===== config.mk =====
export PLATFORM = sky130hd
export DESIGN_NAME = pc_stack_and_table_read
export DESIGN_NICKNAME = d
export VERILOG_FILES = /design/src/pc_flow_pkg.sv /design/src/pc_stack_and_table_read.sv /design/src/return_stack.sv /design/src/table_read_path.sv
export SDC_FILE = /design/constraint.sdc
export NUM_CORES = 1
export LEC_CHECK = 0
export ABC_AREA = 1
export BUFFER_PORTS_ARGS = -buffer_cell sky130_fd_sc_hd__buf_2
export CORE_MARGIN = 4
export CORE_UTILIZATION = 50
export CTS_BUF_LIST = sky130_fd_sc_hd__clkbuf_8
export CTS_CLUSTER_SIZE = 24
export DETAILED_ROUTE_END_ITERATION = 7
export GPL_TIMING_DRIVEN = 0
export PLACE_DENSITY_LB_ADDON = 0.08
export SYNTH_ARGS = -nofsm -noshare
export SYNTH_HDL_FRONTEND = slang
export SYNTH_SLANG_ARGS = --single-unit

===== constraint.sdc =====
create_clock -name clock_i -period 3.6 [get_ports clock_i]
set_input_delay 0.36 -clock clock_i [delete_from_list [all_inputs] [get_ports clock_i]]
set_output_delay 0.36 -clock clock_i [all_outputs]
set_load 0.005 [all_outputs]

===== src/pc_flow_pkg.sv =====
// constants, types and timing figures shared by the program-flow block
// assumes one instruction cycle per clock_i edge at 10 MHz
package pc_flow_pkg;

   // program memory: 16-bit words, depth from 8K up to 64K words
   localparam int PM_ADDR_W = 16;
   localparam int PM_ADDR_W_MIN = 13;
   localparam int PM_WORD_W = 16;
   localparam logic [15:0] PM_WORD_MASK = 16'hffff;
   localparam int BYTE_W = 8;
   localparam int PAGE_W = 8;

   // reset vector
   localparam logic [PM_ADDR_W-1:0] RESET_VECTOR = 16'h0000;

   // return-address stack depth, a power of two
   localparam int STACK_LEVELS = 8;

   // data memory destination: sector number and offset inside it
   localparam int SECTOR_W = 3;
   localparam int DATA_OFS_W = 8;
   localparam logic [SECTOR_W-1:0] BASIC_TABLE_SECTOR = 3'h0;

   // status register fields
   localparam int STATUS_W = 4;
   localparam int STATUS_CARRY = 0;
   localparam int STATUS_ZERO = 1;
   localparam int STATUS_NEG = 2;
   localparam int STATUS_OVF = 3;
   localparam logic [STATUS_W-1:0] STATUS_RESET = 4'h0;

   // instruction timing
   localparam int CLOCK_HZ = 10_000_000;
   localparam int TABLE_CYCLES = 2;
   localparam int BRANCH_CYCLES = 2;

   typedef enum logic [2:0] {
      ST_RUN = 3'b001,
      ST_BRANCH = 3'b010,
      ST_TABLE = 3'b100
   } flow_state_t;

endpackage


===== src/pc_stack_and_table_read.sv =====
// program counter, return-address stack control, interrupt acknowledge and table reads
// assumes the sequencer issues at most one command per cycle and only while busy_o is low;
// program memory returns table data in the same cycle as prog_rd_o
//
// Notes on behaviour
// - calls and interrupt acknowledges push the current program counter
// - sub_return and irq_return reload the program counter from the stack top
// - stack and its pointer have no software access path at all
// - any reset points the stack pointer at level 0, the bottom of the empty stack
// - full stack: enabled interrupt stays pending, acknowledge withheld, no push
// - once a return leaves the full condition, the pending interrupt is acknowledged
// - a call while full is not blocked; the push overflows the stack
// - on overflow the oldest saved address is overwritten and lost
// - after reset execution starts at program address zero
// - program words are 16 bits; depth ranges from 8K to 64K words
// - table address combines the low and high table pointers
// - a table read writes the low byte into the named data register
// - the high byte goes to table_high_latch; unused bits read zero
// - basic table reads reach sector 0 only; others need table_read_ext
// - for table_read_page the low pointer is an offset in the high-pointer page
// - every table instruction not refused by the sector check takes two instruction cycles
// - software can read and write table_high_latch
// - each ALU result updates carry, zero, sign and overflow status
// - a pc_low_register write stays in the page and costs a dummy cycle
module pc_stack_and_table_read (
   input wire logic clock_i,
   input wire logic rst_i,
   // sequencer commands
   input wire logic step_i,
   input wire logic jump_i,
   input wire logic [pc_flow_pkg::PM_ADDR_W-1:0] jump_target_i,
   input wire logic call_i,
   input wire logic [pc_flow_pkg::PM_ADDR_W-1:0] call_target_i,
   input wire logic sub_return_i,
   input wire logic irq_return_i,
   input wire logic pc_low_wr_i,
   input wire logic [pc_flow_pkg::BYTE_W-1:0] pc_low_data_i,

   // interrupt logic
   input wire logic irq_req_i,
   input wire logic irq_enable_i,
   input wire logic [pc_flow_pkg::PM_ADDR_W-1:0] irq_vector_i,

   // table reads
   input wire logic table_read_i,
   input wire logic table_read_page_i,
   input wire logic table_read_ext_i,
   input wire logic [pc_flow_pkg::SECTOR_W-1:0] table_dest_sector_i,
   input wire logic [pc_flow_pkg::DATA_OFS_W-1:0] table_dest_ofs_i,
   input wire logic [pc_flow_pkg::BYTE_W-1:0] table_ptr_low_i,
   input wire logic [pc_flow_pkg::BYTE_W-1:0] table_ptr_high_i,
   input wire logic [pc_flow_pkg::PM_WORD_W-1:0] prog_data_i,
   input wire logic table_high_latch_wr_i,
   input wire logic [pc_flow_pkg::BYTE_W-1:0] table_high_latch_data_i,

   // ALU results
   input wire logic alu_valid_i,
   input wire logic alu_carry_i,
   input wire logic alu_zero_i,
   input wire logic alu_neg_i,
   input wire logic alu_ovf_i,

   // outputs
   output logic [pc_flow_pkg::PM_ADDR_W-1:0] pc_o,
   output logic busy_o,
   output logic irq_ack_o,
   output logic irq_pending_o,
   output logic stack_full_o,
   output logic [pc_flow_pkg::PM_ADDR_W-1:0] prog_addr_o,
   output logic prog_rd_o,
   output logic data_wr_o,
   output logic [pc_flow_pkg::SECTOR_W-1:0] data_wr_sector_o,
   output logic [pc_flow_pkg::DATA_OFS_W-1:0] data_wr_ofs_o,
   output logic [pc_flow_pkg::BYTE_W-1:0] data_wr_data_o,
   output logic table_fault_o,
   output logic [pc_flow_pkg::BYTE_W-1:0] table_high_latch_o,
   output logic [pc_flow_pkg::STATUS_W-1:0] status_o
);

   pc_flow_pkg::flow_state_t state_q;
   pc_flow_pkg::flow_state_t state_d;

   logic [pc_flow_pkg::PM_ADDR_W-1:0] pc_q;
   logic [pc_flow_pkg::PM_ADDR_W-1:0] pc_d;
   logic busy_q;
   logic irq_pending_q;
   logic irq_ack_q;

   logic [pc_flow_pkg::PM_ADDR_W-1:0] prog_addr_q;
   logic prog_rd_q;

   logic data_wr_q;
   logic [pc_flow_pkg::SECTOR_W-1:0] data_wr_sector_q;
   logic [pc_flow_pkg::DATA_OFS_W-1:0] data_wr_ofs_q;
   logic [pc_flow_pkg::BYTE_W-1:0] data_wr_data_q;
   logic [pc_flow_pkg::SECTOR_W-1:0] dest_sector_q;
   logic [pc_flow_pkg::DATA_OFS_W-1:0] dest_ofs_q;

   logic table_fault_q;
   logic [pc_flow_pkg::STATUS_W-1:0] status_q;

   logic stack_full;
   logic [pc_flow_pkg::PM_ADDR_W-1:0] stack_top;
   logic [pc_flow_pkg::PM_ADDR_W-1:0] table_addr;
   logic running;
   logic any_return;
   logic any_table;
   logic table_ok;
   logic take_irq;
   logic push;
   logic pop;
   logic capture;

   // basic forms may only target the first data sector
   function automatic logic table_dest_allowed(
      input logic ext,
      input logic [pc_flow_pkg::SECTOR_W-1:0] sector
   );
      table_dest_allowed = ext || (sector == pc_flow_pkg::BASIC_TABLE_SECTOR);
   endfunction

   assign running = (state_q == pc_flow_pkg::ST_RUN);
   assign any_return = running && (sub_return_i || irq_return_i);
   assign any_table = running
      && (table_read_i || table_read_page_i || table_read_ext_i);
   assign table_ok = any_table
      && table_dest_allowed(table_read_ext_i, table_dest_sector_i);

   // a branch-type command outranks a table read and an acknowledge
   function automatic logic branch_request(
      input logic call,
      input logic jump,
      input logic ret,
      input logic pc_low_register
   );
      branch_request = call || jump || ret || pc_low_register;
   endfunction

   // acknowledge only in an idle run cycle with room on the stack
   assign take_irq = running && irq_pending_q && !stack_full
      && !any_table
      && !branch_request(call_i, jump_i, any_return, pc_low_wr_i);

   assign push = (running && call_i) || take_irq;
   // a call or jump in the same cycle drops the return
   assign pop = any_return && !call_i && !jump_i;
   assign capture = (state_q == pc_flow_pkg::ST_TABLE);

   return_stack #(
      .LEVELS(pc_flow_pkg::STACK_LEVELS),
      .WIDTH(pc_flow_pkg::PM_ADDR_W)
   ) u_stack (
      .clock_i(clock_i),
      .rst_i(rst_i),
      .push_i(push),
      .push_data_i(pc_q),
      .pop_i(pop),
      .top_o(stack_top),
      .full_o(stack_full)
   );

   table_read_path u_table (
      .clock_i(clock_i),
      .rst_i(rst_i),
      .ptr_low_i(table_ptr_low_i),
      .ptr_high_i(table_ptr_high_i),
      .addr_o(table_addr),
      .capture_i(capture),
      .word_i(prog_data_i),
      .latch_wr_i(table_high_latch_wr_i),
      .latch_wr_data_i(table_high_latch_data_i),
      .latch_o(table_high_latch_o)
   );

   // next program counter and next state
   always_comb begin
      pc_d = pc_q;
      state_d = state_q;
      case (state_q)
         pc_flow_pkg::ST_RUN: begin
            if (call_i) begin
               pc_d = call_target_i;
               state_d = pc_flow_pkg::ST_BRANCH;
            end else if (jump_i) begin
               pc_d = jump_target_i;
               state_d = pc_flow_pkg::ST_BRANCH;
            end else if (sub_return_i || irq_return_i) begin
               pc_d = stack_top;
               state_d = pc_flow_pkg::ST_BRANCH;
            end else if (pc_low_wr_i) begin
               pc_d = {pc_q[pc_flow_pkg::PM_ADDR_W-1:pc_flow_pkg::PAGE_W], pc_low_data_i};
               state_d = pc_flow_pkg::ST_BRANCH;
            end else if (table_ok) begin
               pc_d = pc_q;
               state_d = pc_flow_pkg::ST_TABLE;
            end else if (take_irq) begin
               pc_d = irq_vector_i;
               state_d = pc_flow_pkg::ST_BRANCH;
            end else if (step_i) begin
               pc_d = pc_q + 1'b1;
            end
         end
         pc_flow_pkg::ST_BRANCH: begin
            state_d = pc_flow_pkg::ST_RUN;
         end
         pc_flow_pkg::ST_TABLE: begin
            pc_d = pc_q + 1'b1;
            state_d = pc_flow_pkg::ST_RUN;
         end
         default: begin
            state_d = pc_flow_pkg::ST_RUN;
         end
      endcase
   end

   always_ff @(posedge clock_i) begin
      if (rst_i) begin
         state_q <= pc_flow_pkg::ST_RUN;
      end else begin
         state_q <= state_d;
      end
   end

   always_ff @(posedge clock_i) begin
      if (rst_i) begin
         pc_q <= pc_flow_pkg::RESET_VECTOR;
      end else begin
         pc_q <= pc_d;
      end
   end

   // busy covers the dummy cycle and the second table cycle
   always_ff @(posedge clock_i) begin
      if (rst_i) begin
         busy_q <= 1'b0;
      end else begin
         busy_q <= (state_d != pc_flow_pkg::ST_RUN);
      end
   end

   // pending request: a new request wins over the acknowledge clear
   always_ff @(posedge clock_i) begin
      if (rst_i) begin
         irq_pending_q <= 1'b0;
      end else if (irq_req_i && irq_enable_i) begin
         irq_pending_q <= 1'b1;
      end else if (take_irq) begin
         irq_pending_q <= 1'b0;
      end
   end

   always_ff @(posedge clock_i) begin
      if (rst_i) begin
         irq_ack_q <= 1'b0;
      end else begin
         irq_ack_q <= take_irq;
      end
   end

   // first table cycle: strobe program memory
   always_ff @(posedge clock_i) begin
      if (rst_i) begin
         prog_rd_q <= 1'b0;
      end else begin
         prog_rd_q <= table_ok
            && !branch_request(call_i, jump_i, any_return, pc_low_wr_i);
      end
   end

   // address and destination held through the second cycle
   always_ff @(posedge clock_i) begin
      if (rst_i) begin
         prog_addr_q <= pc_flow_pkg::RESET_VECTOR;
         dest_sector_q <= '0;
         dest_ofs_q <= '0;
      end else if (table_ok) begin
         prog_addr_q <= table_addr;
         dest_sector_q <= table_dest_sector_i;
         dest_ofs_q <= table_dest_ofs_i;
      end
   end

   // basic form aimed outside the first sector is refused
   always_ff @(posedge clock_i) begin
      if (rst_i) begin
         table_fault_q <= 1'b0;
      end else begin
         table_fault_q <= any_table && !table_ok;
      end
   end

   // second table cycle: one-cycle write strobe
   always_ff @(posedge clock_i) begin
      if (rst_i) begin
         data_wr_q <= 1'b0;
      end else begin
         data_wr_q <= capture;
      end
   end

   // low byte and destination held until the next table read
   always_ff @(posedge clock_i) begin
      if (rst_i) begin
         data_wr_sector_q <= '0;
         data_wr_ofs_q <= '0;
         data_wr_data_q <= '0;
      end else if (capture) begin
         data_wr_sector_q <= dest_sector_q;
         data_wr_ofs_q <= dest_ofs_q;
         data_wr_data_q <= prog_data_i[pc_flow_pkg::BYTE_W-1:0];
      end
   end

   // status flags follow every ALU result
   always_ff @(posedge clock_i) begin
      if (rst_i) begin
         status_q <= pc_flow_pkg::STATUS_RESET;
      end else if (alu_valid_i) begin
         status_q[pc_flow_pkg::STATUS_CARRY] <= alu_carry_i;
         status_q[pc_flow_pkg::STATUS_ZERO] <= alu_zero_i;
         status_q[pc_flow_pkg::STATUS_NEG] <= alu_neg_i;
         status_q[pc_flow_pkg::STATUS_OVF] <= alu_ovf_i;
      end
   end

   // stack contents and pointer never reach a port
   assign pc_o = pc_q;
   assign busy_o = busy_q;
   assign irq_ack_o = irq_ack_q;
   assign irq_pending_o = irq_pending_q;
   assign stack_full_o = stack_full;
   assign prog_addr_o = prog_addr_q;
   assign prog_rd_o = prog_rd_q;
   assign data_wr_o = data_wr_q;
   assign data_wr_sector_o = data_wr_sector_q;
   assign data_wr_ofs_o = data_wr_ofs_q;
   assign data_wr_data_o = data_wr_data_q;
   assign table_fault_o = table_fault_q;
   assign status_o = status_q;

endmodule


===== src/return_stack.sv =====
// hidden return-address stack with wrap-around overflow
// assumes push and pop never arrive in the same cycle
module return_stack #(
   parameter int LEVELS = pc_flow_pkg::STACK_LEVELS,
   parameter int WIDTH = pc_flow_pkg::PM_ADDR_W
) (
   input wire logic clock_i,
   input wire logic rst_i,
   input wire logic push_i,
   input wire logic [WIDTH-1:0] push_data_i,
   input wire logic pop_i,
   output logic [WIDTH-1:0] top_o,
   output logic full_o
);
   localparam int PTR_W = $clog2(LEVELS);
   localparam logic [PTR_W:0] LEVELS_C = (PTR_W+1)'(LEVELS);
   localparam logic [PTR_W:0] ONE_C = (PTR_W+1)'(1);

   logic [WIDTH-1:0] level_q [LEVELS];
   logic [PTR_W-1:0] sp_q;
   logic [PTR_W:0] used_q;
   logic full_q;

   // storage holds only addresses, no reset needed
   always_ff @(posedge clock_i) begin
      if (push_i) begin
         level_q[sp_q] <= push_data_i;
      end
   end

   always_ff @(posedge clock_i) begin
      if (rst_i) begin
         sp_q <= '0;
         used_q <= '0;
         full_q <= 1'b0;
      end else if (push_i) begin
         sp_q <= sp_q + 1'b1;
         if (used_q != LEVELS_C) begin
            used_q <= used_q + 1'b1;
         end
         full_q <= (used_q + ONE_C) >= LEVELS_C;
      end else if (pop_i) begin
         sp_q <= sp_q - 1'b1;
         if (used_q != '0) begin
            used_q <= used_q - 1'b1;
         end
         full_q <= 1'b0;
      end
   end

   assign top_o = level_q[PTR_W'(sp_q - 1'b1)];
   assign full_o = full_q;

endmodule


===== src/table_read_path.sv =====
// table pointer address forming and the high-byte latch
// assumes the latch is written either by software or by a read, never both at once
module table_read_path (
   input wire logic clock_i,
   input wire logic rst_i,
   input wire logic [pc_flow_pkg::BYTE_W-1:0] ptr_low_i,
   input wire logic [pc_flow_pkg::BYTE_W-1:0] ptr_high_i,
   output logic [pc_flow_pkg::PM_ADDR_W-1:0] addr_o,
   input wire logic capture_i,
   input wire logic [pc_flow_pkg::PM_WORD_W-1:0] word_i,
   input wire logic latch_wr_i,
   input wire logic [pc_flow_pkg::BYTE_W-1:0] latch_wr_data_i,
   output logic [pc_flow_pkg::BYTE_W-1:0] latch_o
);
   localparam logic [pc_flow_pkg::BYTE_W-1:0] HIGH_MASK =
      pc_flow_pkg::PM_WORD_MASK[pc_flow_pkg::PM_WORD_W-1:pc_flow_pkg::BYTE_W];

   logic [pc_flow_pkg::BYTE_W-1:0] latch_q;

   // page from the high pointer, offset from the low pointer
   function automatic logic [pc_flow_pkg::PM_ADDR_W-1:0] form_addr(
      input logic [pc_flow_pkg::BYTE_W-1:0] page,
      input logic [pc_flow_pkg::BYTE_W-1:0] offset
   );
      form_addr = {page, offset};
   endfunction

   assign addr_o = form_addr(ptr_high_i, ptr_low_i);

   always_ff @(posedge clock_i) begin
      if (rst_i) begin
         latch_q <= '0;
      end else if (capture_i) begin
         latch_q <= word_i[pc_flow_pkg::PM_WORD_W-1:pc_flow_pkg::BYTE_W] & HIGH_MASK;
      end else if (latch_wr_i) begin
         latch_q <= latch_wr_data_i;
      end
   end

   assign latch_o = latch_q;

endmodule


==> results of run 1 <==
-- through the flow --
stage	util [%]	TNS [ns]	worst slack [ns]	instances	power, mW
after floorplan	-	0	0.900	1220	3.78
after global placement	58.1	-36.59	-0.531	1677	4.27
after detailed placement	58.9	0	0.377	1687	4.30
after CTS	62.4	0	0.342	1754	6.39
after global routing	62.4	0	0.0701	1754	6.69
final	62.4	0	0.298	1754	6.35
-- registers in the layout (all words and copies together), names as in the netlist, 4 cells and up --
name,cells
u_stack.level_q,128
data_wr_ofs_o,8
u_table.latch_o,8
dest_ofs_q,8
pc_o,16
data_wr_data_o,8
prog_addr_o,16
u_stack.used_q,4
status_o,4
-- layout make-up --
type                    count  area [sq um]
flip-flops and latches    219          5670
repair buffers            202          1090
plain buffers              64           295
fillers                  1733          7410
inverters                 106           398
well taps                 265           332
clock inverters            25           111
multi-input cells         831          3840
clock buffers              42           578
-- where the power goes --
group	internal (mW)	switching, mW
combinational	0.447	0.833
sequential	2.83	0.156
clock	1.07	1.02
total	4.35	2.01
-- cell families after synthesis --
family / Yosys count / share of synthesized area (%)
AOI/OAI and AO/OA: 177 / 9.44
and+or+nand+nor: 638 / 26.2
buffers and inverters: 170 / 6.82
DFF: 219 / 55.7
xor gates and xnor gates: 11 / 1.13
adders and majority gates: 5 / 0.616
-- per-layer routing --
layer | part of all wire, % | global-route usage, %
met1 | 40 | 33.0
met2 | 49 | 47.0
met3 | 8.8 | 8.25
met4 | 2.5 | 8.28
met5 | 0.042 | 0
-- worst register-to-register path, delay by kind of cell (launching register included) --
family	cells	cell delay, ns
buffers and inverters	8	1.72
and+or+nand+nor	7	0.60
DFF	1	0.32
AOI/OAI and AO/OA	2	0.30
adders and majority gates	1	0.28
-- worst paths after layout --
kind / depth (start not counted) / to / slack [ns]
setup / recovery: 18 / pc_o[10] / 0.30
hold / removal: 2 / table_fault_o / 0.02
setup reg to reg: 18 / pc_o[10] / 0.30
hold reg to reg: 2 / irq_pending_o / 0.49
-- placed cells by master (no fill, tap or decap), types with 2 or more instances in the layout --
cell type / netlist / layout
nand2_1: 270 / 270
nor2_1: 233 / 231
buf_2: 17 / 209
edfxtp_1: 128 / 128
inv_1: 99 / 115
nand3_1: 96 / 96
o21ai_0: 95 / 95
dfxtp_1: 91 / 91
a21oi_1: 45 / 45
clkbuf_8: 0 / 42
clkbuf_1: 35 / 35
a31oi_1: 15 / 15
nand4_1: 10 / 10
buf_6: 3 / 9
o22ai_1: 7 / 7
inv_2: 6 / 6
nor3_2: 0 / 6
buf_1: 6 / 6
xor2_1: 6 / 6
nor2_2: 3 / 5
a21oi_2: 5 / 5
ha_1: 5 / 5
clkinv_1: 1 / 4
nor3_1: 10 / 4
xnor2_1: 4 / 4
o211ai_1: 4 / 4
buf_8: 0 / 4
nand2_2: 3 / 3
nand3_2: 3 / 3
buf_4: 3 / 3
a211oi_1: 3 / 3
clkinv_2: 0 / 3
nand2_4: 2 / 2
nor4_1: 2 / 2
inv_6: 0 / 2
==> qor.yml, run 1 <==
layout:
  stdcell_area_sq_um: 12300
  nNetsFinal: 1592
  area_growth_syn_to_layout_pct: 21.1
  layout-drive-gt1-share_pct: 20.8
  antenna_cells: 0
synthesis:
  ys_top_cells_by_count: "nand2_1, nor2_1, edfxtp_1, inv_1, nand3_1"
  yosys.area.top_type: "edfxtp_1"
  synth-seq-area-share_pct: 55.7
  dominantRegCellSynth: "edfxtp_1"
  synth_nets: 1351
  synth_top_area_share_pct: 37.8
  ys_types: 40
  yosysWarningCount: 0
  synth_seq_cells: 219
  synthesis.area_sq_um: 10200
  syn_inst: 1220
  synth_edf_count: 128
  synthMostInstantiatedCell: "nand2_1"
  ys_async_sr_fraction_pct: 0
  synth.top_cells.by_area: "edfxtp_1, dfxtp_1, nand2_1, nor2_1, nand3_1"
  synth.avg_cell_area_sq_um: 8.33
worst_setup_path:
  path_delay_family: "buffers and inverters"
  cp-end-kind: "flop"
  critPathMostFrequentCell: "nand2_1"
  crit_start: "u_stack.sp_q[0]"
  path_buf_inv: 8
  reg2reg_from: "u_stack.sp_q[0]"
  worstPathMaxFanout: 10
  start_kind: "flop"
  crit_chain: "buf_2, inv_1, buf_2, buf_2, ha_1, inv_1, buf_2, clkbuf_1, o211ai_1, nand3_1, nand3_1, nand2_1, inv_1, nand2_1, nand2_1, nand2_1, nand2_1, a21oi_1"
  worstSetupPathType: "reg -> reg"
  required_ns: 4.05
  critPathArrivalTime_ns: 3.75
  slowest_stage: "clkbuf_1"
  slowest_delay_ns: 0.60
pwr:
  peakVddDrop_uv: 303
  powerDensity_nw_per_um2: 516
  leakage_nw: 5.65
route:
  vias_per_cell: 5.18
  dr.first_iter.drc_count: 666
  route.vias.total: 9079
  firstDrtPassIters: 5
  ant_nets: 0
  drc: 0
  routed_wl_mm: 30.8
  wl_per_cell_um: 17.5
global_routing:
  grt_pass1_vias: 8945
  grt_pass1_wl_mm: 47.6
  antenna_found_initial: 1
  grt_remaining_overflow: 0
  grt_max_degree: 15
  grt_util_all_layers_pct: 27.3
outcome:
  status: "finished clean"
cts:
  cts_tree: "done"
  clk_latency_ns: 0.54
  h-tree-depth: 2
  clock_path_buffers: 3
  cts_setup_buffers: 0
  cts_made_buffers: 37
  clkTransAtPathRegs_ns: 0.06
  cts_root_buf: "clkbuf_8"
  cts_hold_buf: 0
  cts_resized: 0
  clock_sinks: 219
die:
  num_io_pins: 196
  chipWidth_um: 151
  design.die.area_sq_um: 22700
  rows: 51
  start_util_pct: 51.5
  die_height_um: 151
  core_area_sq_um: 19700
sta:
  hold_slack_ns: 0.0249
  finalCriticalPeriod_ns: 3.30
  fin_skew_ns: 0.0185
  timing.final.crit_share_pct: 91.7
  tightest_slew_ns: 0.914
  finalSetupViolCount: 0
  maxSlewViolCount: 0
  rsz0062_at_grt: "no"
  fmax_ghz: 0.303
  relSlewSlack_pct: 38.7
  final_hold_viol_count: 0
placement:
  portBuffers: 192
  dp_hpwl_mm: 22.1
  gp_congestion: 0.880
  placed_area_sq_um: 11600
hold_path:
  hp-start: "table_read_ext_i"
  hold_path.class: "in -> reg"
run:
  maxCapViolations: 0
No activity file was read; power rests on OpenSTA's default activity.
==> run 2, diff against run 1 <==
--- a/config.mk
+++ b/config.mk
@@ -6,7 +6,8 @@
 export NUM_CORES = 1
 export LEC_CHECK = 0
 export ABC_AREA = 1
-export BUFFER_PORTS_ARGS = -buffer_cell sky130_fd_sc_hd__buf_2
+export BUFFER_PORTS_ARGS = -buffer_cell sky130_fd_sc_hd__buf_4
+export CAP_MARGIN = 30
 export CORE_MARGIN = 4
 export CORE_UTILIZATION = 50
 export CTS_BUF_LIST = sky130_fd_sc_hd__clkbuf_8
==> run 2 against run 1 <==
  * Maximum frequency down 0.72%
  * Sequential power hardly changed
  * Wire length increased by 1.3%
  * Sequential share of layout area shrank 2.0 points
  * Critical path depth is the same
  * First-iteration DRC count rose by 22%
  * Register-to-register slack got worse by 0.02 ns
  * Critical endpoint unchanged
  * Largest cell class unchanged
==> qor.yml, run 2 (same netlist as run 1, synthesis figures left out) <==
outcome:
  status: "finished clean"
sta:
  hold_slack_ns: 0.0230  # -0.00182 ns
  finalCriticalPeriod_ns: 3.33  # +0.0239 ns
  setup_tns_ns: 0  # unchanged
  finalSetupViolCount: 0  # unchanged
  fmax_ghz: 0.301  # -0.72%
  fin_ws_ns: 0.274  # -0.0239 ns
  fin_skew_ns: 0.0205  # +0.00198 ns
  final_hold_viol_count: 0  # unchanged
  rsz0062_at_grt: "no"
  tightest_slew_ns: 0.813  # -0.101 ns
  maxSlewViolCount: 0  # unchanged
  timing.final.crit_share_pct: 92.4  # +0.66 points
  relSlewSlack_pct: 45.5  # +6.8 points
cts:
  cts_tree: "done"
  cts_root_buf: "clkbuf_8"
  cts_made_buffers: 37  # unchanged
  cts_hold_buf: 0  # unchanged
  clock_sinks: 219  # unchanged
  cts_resized: 0  # unchanged
  clkTransAtPathRegs_ns: 0.06  # about the same
  clk_latency_ns: 0.54  # about the same
  cts_setup_buffers: 0  # unchanged
  h-tree-depth: 2  # unchanged
  clock_path_buffers: 3  # unchanged
hold_path:
  hold_depth: 2  # unchanged
  hold_path.class: "in -> reg"
  whs_endpoint: "table_fault_o"
  hp-start: "table_read_ext_i"
layout:
  multiInputGateArea_sq_um: 3840  # unchanged
  antenna_cells: 0  # unchanged
  largest_register: "u_stack.level_q"
  utilization_pct: 65.3  # +2.9 points
  fillers: 1773  # +2.3%
  layout-drive-gt1-share_pct: 21.1  # +0.25 points
  most-common-layout-cells: "nand2_1, nor2_1, buf_4, edfxtp_1, inv_1"
  nNetsFinal: 1592  # unchanged
  regArea_sq_um: 5670  # unchanged
  area_growth_syn_to_layout_pct: 26.7
  final_common_cell: "nand2_1"
  largest_register_ffs: 128  # unchanged
route:
  firstDrtPassIters: 5  # unchanged
  wl_per_cell_um: 17.8  # +1.3%
  drc: 0  # unchanged
  ant_nets: 0  # unchanged
  vias_per_cell: 5.22  # +0.92%
  dr.first_iter.drc_count: 814  # +22%
  route.vias.total: 9168  # +0.98%
  routed_wl_mm: 31.2  # +1.3%
worst_setup_path:
  start_kind: "flop"
  worstPathMaxFanout: 10  # unchanged
  critPathMostFrequentCell: "nand2_1"
  r2r_setup_slack_ns: 0.27  # -0.02 ns
  worstSetupPathType: "reg -> reg"
  required_ns: 4.05  # about the same
  r2r-end: "pc_o[10]"
  reg2reg_depth: 18  # unchanged
  slowest_delay_ns: 0.58  # -0.02 ns
  crit_chain: "buf_2, inv_1, buf_2, buf_2, ha_1, inv_1, buf_2, clkbuf_1, o211ai_1, nand3_1, nand3_1, nand2_1, inv_1, nand2_1, nand2_1, nand2_1, nand2_1, a21oi_1"
  reg2reg_from: "u_stack.sp_q[0]"
  cp-end-kind: "flop"
  slowest_stage: "clkbuf_1"
  critPathArrivalTime_ns: 3.77  # +0.02 ns
pwr:
  power.total_mw: 6.64  # +4.6%
  powerDensity_nw_per_um2: 516  # about the same
  leakage_nw: 5.80  # +2.7%
  peakVddDrop_uv: 352  # +16%
global_routing:
  grt_max_degree: 15  # unchanged
  antenna_found_initial: 0  # -1
  grt_remaining_overflow: 0  # unchanged
  grt_pass1_wl_mm: 48.5  # +1.9%
  grt_pass1_vias: 9271  # +3.6%
  grt_util_all_layers_pct: 27.8  # +0.48 points
placement:
  dp_hpwl_mm: 22.5  # +1.6%
  gp_congestion: 0.895  # +1.7%
  portBuffers: 192  # unchanged
  post-place-ws_ns: 0.392  # +0.0144 ns
die:
  chipWidth_um: 151  # unchanged
  rows: 51  # unchanged
  die_height_um: 151  # unchanged
  start_util_pct: 51.5  # unchanged
  core_area_sq_um: 19700  # unchanged
  design.die.area_sq_um: 22700  # unchanged
  num_io_pins: 196  # unchanged
run:
  maxCapViolations: 0  # unchanged
==> run 2: stage by stage <==
step           instances  cell area, sq um
5_1_grt             1755             12900
3_3_place_gp        1677             11900
4_1_cts             1755             12900
2_1_floorplan       1220             10200
6_report            1755             12900
3_5_place_dp        1687             12100
==> run 2: critical path: cells and delay by family, from the launching register on <==
kind	cells	cell delay, ns
buffers and inverters	8	1.75
AND/OR/NAND/NOR	7	0.61
adder cells (fa/ha/maj)	1	0.28
AO/OA/AOI/OAI	2	0.30
flip-flops	1	0.31
==> run 2: metal layers <==
layer	global-route usage, %	vias up	part of all wire, %
met5	0	-	0
met4	8.65	0	2.5
met3	7.86	57	9.1
met2	48.4	379	50
met1	33.4	4222	39
li1	-	4510	-
==> run 2: area by class of cell <==
type,count,area share (%)
sequential,219,44.0
multi-input combinational,831,29.8
timing repair buffer,202,12.2
clock buffer,45,4.81
inverter,106,3.09
tap,265,2.58
buffer,64,2.29
clock inverter,23,1.23
==> run 2: worst max path at each step <==
stage                               start  depth (start not counted)                endpoint
after CTS                 u_stack.sp_q[0]                         18                pc_o[10]
final                     u_stack.sp_q[0]                         18                pc_o[10]
after global placement       sub_return_i                         10  u_stack.level_q[1][10]
after floorplan                    call_i                         10   u_stack.level_q[6][0]
after detailed placement  u_stack.sp_q[0]                         18                pc_o[10]
after global routing      u_stack.sp_q[0]                         18                pc_o[10]
==> run 2: where the power goes <==
part / leakage (nW) / internal [mW] / switching, mW
logic: 3.42 / 0.512 / 0.843
registers: 1.93 / 2.83 / 0.157
clock network: 0.452 / 1.29 / 1.02
==> run 3, diff against run 2 <==
--- a/config.mk
+++ b/config.mk
@@ -15,6 +15,8 @@
 export DETAILED_ROUTE_END_ITERATION = 7
 export GPL_TIMING_DRIVEN = 0
 export PLACE_DENSITY_LB_ADDON = 0.08
+export SETUP_SLACK_MARGIN = 0.4
+export SKIP_CTS_REPAIR_TIMING = 1
 export SYNTH_ARGS = -nofsm -noshare
 export SYNTH_HDL_FRONTEND = slang
 export SYNTH_SLANG_ARGS = --single-unit
==> run 3 against run 2 <==
  * Maximum frequency up 10%
  * Clock skew grew 0.0021 ns
  * Register-to-register slack improved by 0.31 ns
  * First-iteration DRC count shrank 2.0%
  * Clock power hardly changed
  * Sequential share of layout area is essentially flat
  * Die area unchanged
  * Final cell count unchanged
==> qor.yml, run 3 (same netlist as run 1, synthesis figures left out) <==
layout:
  most-common-layout-cells: "nand2_1, nor2_1, buf_4, edfxtp_1, inv_1"
  multiInputGateArea_sq_um: 3840  # unchanged
  antenna_cells: 0  # unchanged
  fillers: 1769  # -0.23%
  stdcell_area_sq_um: 12900  # about the same
  largest_register_ffs: 128  # unchanged
  area_growth_syn_to_layout_pct: 26.7  # about the same
  nNetsFinal: 1592  # unchanged
  largest_register: "u_stack.level_q"
  regArea_sq_um: 5670  # unchanged
  final_common_cell: "nand2_1"
  layout-drive-gt1-share_pct: 21.5  # +0.40 points
route:
  drc: 0  # unchanged
  vias_per_cell: 5.23  # +0.14%
  ant_nets: 0  # unchanged
  route.vias.total: 9181  # +0.14%
  wl_per_cell_um: 17.7  # -0.22%
  dr.first_iter.drc_count: 798  # -2.0%
  routed_wl_mm: 31.1  # -0.22%
  firstDrtPassIters: 5  # unchanged
cts:
  cts_root_buf: "clkbuf_8"
  clk_latency_ns: 0.54  # about the same
  h-tree-depth: 2  # unchanged
  clock_sinks: 219  # unchanged
  cts_tree: "done"
  clock_path_buffers: 3  # unchanged
  clkTransAtPathRegs_ns: 0.06  # about the same
  cts_made_buffers: 37  # unchanged
sta:
  relSlewSlack_pct: 45.2  # -0.29 points
  final_hold_viol_count: 0  # unchanged
  hold_slack_ns: 0.0224  # -0.000677 ns
  tightest_slew_ns: 0.817  # +0.00432 ns
  fin_skew_ns: 0.0226  # +0.00214 ns
  finalSetupViolCount: 0  # unchanged
  timing.final.crit_share_pct: 83.8  # -8.6 points
  maxSlewViolCount: 0  # unchanged
  fmax_ghz: 0.331  # +10%
  rsz0062_at_grt: "yes"
  fin_ws_ns: 0.583  # +0.309 ns
  finalCriticalPeriod_ns: 3.02  # -0.309 ns
global_routing:
  grt_util_all_layers_pct: 27.8  # unchanged
  grt_pass1_wl_mm: 48.5  # unchanged
  grt_max_degree: 15  # unchanged
  grt_pass1_vias: 9271  # unchanged
  grt_remaining_overflow: 0  # unchanged
  antenna_found_initial: 0  # unchanged
die:
  core_area_sq_um: 19700  # unchanged
  chipWidth_um: 151  # unchanged
  start_util_pct: 51.5  # unchanged
  num_io_pins: 196  # unchanged
  design.die.area_sq_um: 22700  # unchanged
  rows: 51  # unchanged
  die_height_um: 151  # unchanged
placement:
  placed_area_sq_um: 12100  # unchanged
  portBuffers: 192  # unchanged
  post-place-ws_ns: 0.392  # unchanged
  dp_hpwl_mm: 22.5  # unchanged
  gp_congestion: 0.895  # unchanged
worst_setup_path:
  required_ns: 4.05  # about the same
  reg2reg_depth: 18  # unchanged
  worstPathMaxFanout: 10  # unchanged
  start_kind: "flop"
  worstSetupPathType: "reg -> reg"
  cp-end-kind: "flop"
  reg2reg_from: "u_stack.sp_q[0]"
  r2r_setup_slack_ns: 0.58  # +0.31 ns
  crit_start: "u_stack.sp_q[0]"
  critPathArrivalTime_ns: 3.47  # -0.30 ns
  r2r-end: "pc_o[10]"
hold_path:
  hp-start: "table_read_ext_i"
  whs_endpoint: "table_fault_o"
  hold_path.class: "in -> reg"
  hold_depth: 2  # unchanged
run:
  maxCapViolations: 0  # unchanged
outcome:
  status: "finished clean"
pwr:
  powerDensity_nw_per_um2: 516  # about the same
  peakVddDrop_uv: 352  # about the same
  leakage_nw: 5.82  # +0.30%
-- run 3: cell types whose count changed in the layout (fill, tap and decap cells not counted) --
| cell | before | now |
|---|---|---|
| clkbuf_2 | 0 | 5 |
| buf_2 | 17 | 18 |
| clkbuf_1 | 35 | 32 |
| buf_1 | 6 | 3 |
-- run 3: how the worst max path moves through the flow --
stage                             end  cells after the start
2_1_floorplan   u_stack.level_q[6][0]                     10
3_3_place_gp   u_stack.level_q[1][10]                     10
3_5_place_dp                 pc_o[10]                     18
4_1_cts                      pc_o[10]                     18
5_1_grt                      pc_o[10]                     18
6_report                     pc_o[10]                     18
-- run 3: metrics by stage --
| step | util [%] | cells | power, mW | TNS, ns |
|---|---|---|---|---|
| CTS | 65.3 | 1755 | 6.67 | 0 |
| global route | 65.3 | 1755 | 6.98 | 0 |
| floorplan | - | 1220 | 3.78 | 0 |
| finish | 65.3 | 1755 | 6.65 | 0 |
| detailed placement | 61.3 | 1687 | 4.37 | 0 |
| global placement | 60.5 | 1677 | 4.33 | -31.39 |
-- run 3: where the power goes --
| group | total [mW] | internal (mW) | switching [mW] | leakage (nW) |
|---|---|---|---|---|
| clock network | 2.31 | 1.29 | 1.02 | 0.452 |
| logic | 1.36 | 0.516 | 0.842 | 3.44 |
| registers | 2.98 | 2.83 | 0.156 | 1.93 |
-- run 3: metal layers --
layer | share of wire, % | GRT usage [%] | up-vias
li1 | - | - | 4511
met1 | 38 | 33.4 | 4225
met2 | 49 | 48.4 | 389
met3 | 9.9 | 7.86 | 56
met4 | 2.6 | 8.65 | 0
met5 | 0 | 0 | -
-- run 3: layout make-up --
type                    instances  share of cell area [%]
repair buffers                202                    12.2
well taps                     265                    2.57
plain buffers                  64                    2.35
clock inverters                23                    1.23
inverters                     106                    3.09
multi-input cells             831                    29.8
flip-flops and latches        219                    44.0
clock buffers                  45                    4.81
-- run 3: worst max-delay path, cell delays in order, from the launching register on --
cell,delay [ns]
dfxtp_1,0.31
buf_2,0.15
inv_1,0.08
buf_2,0.26
buf_2,0.28
ha_1,0.28
inv_1,0.09
buf_2,0.25
buf_2,0.35
o211ai_1,0.14
nand3_1,0.10
nand3_1,0.15
nand2_1,0.12
inv_1,0.05
nand2_1,0.06
nand2_1,0.05
nand2_1,0.05
nand2_1,0.05
a21oi_1,0.12
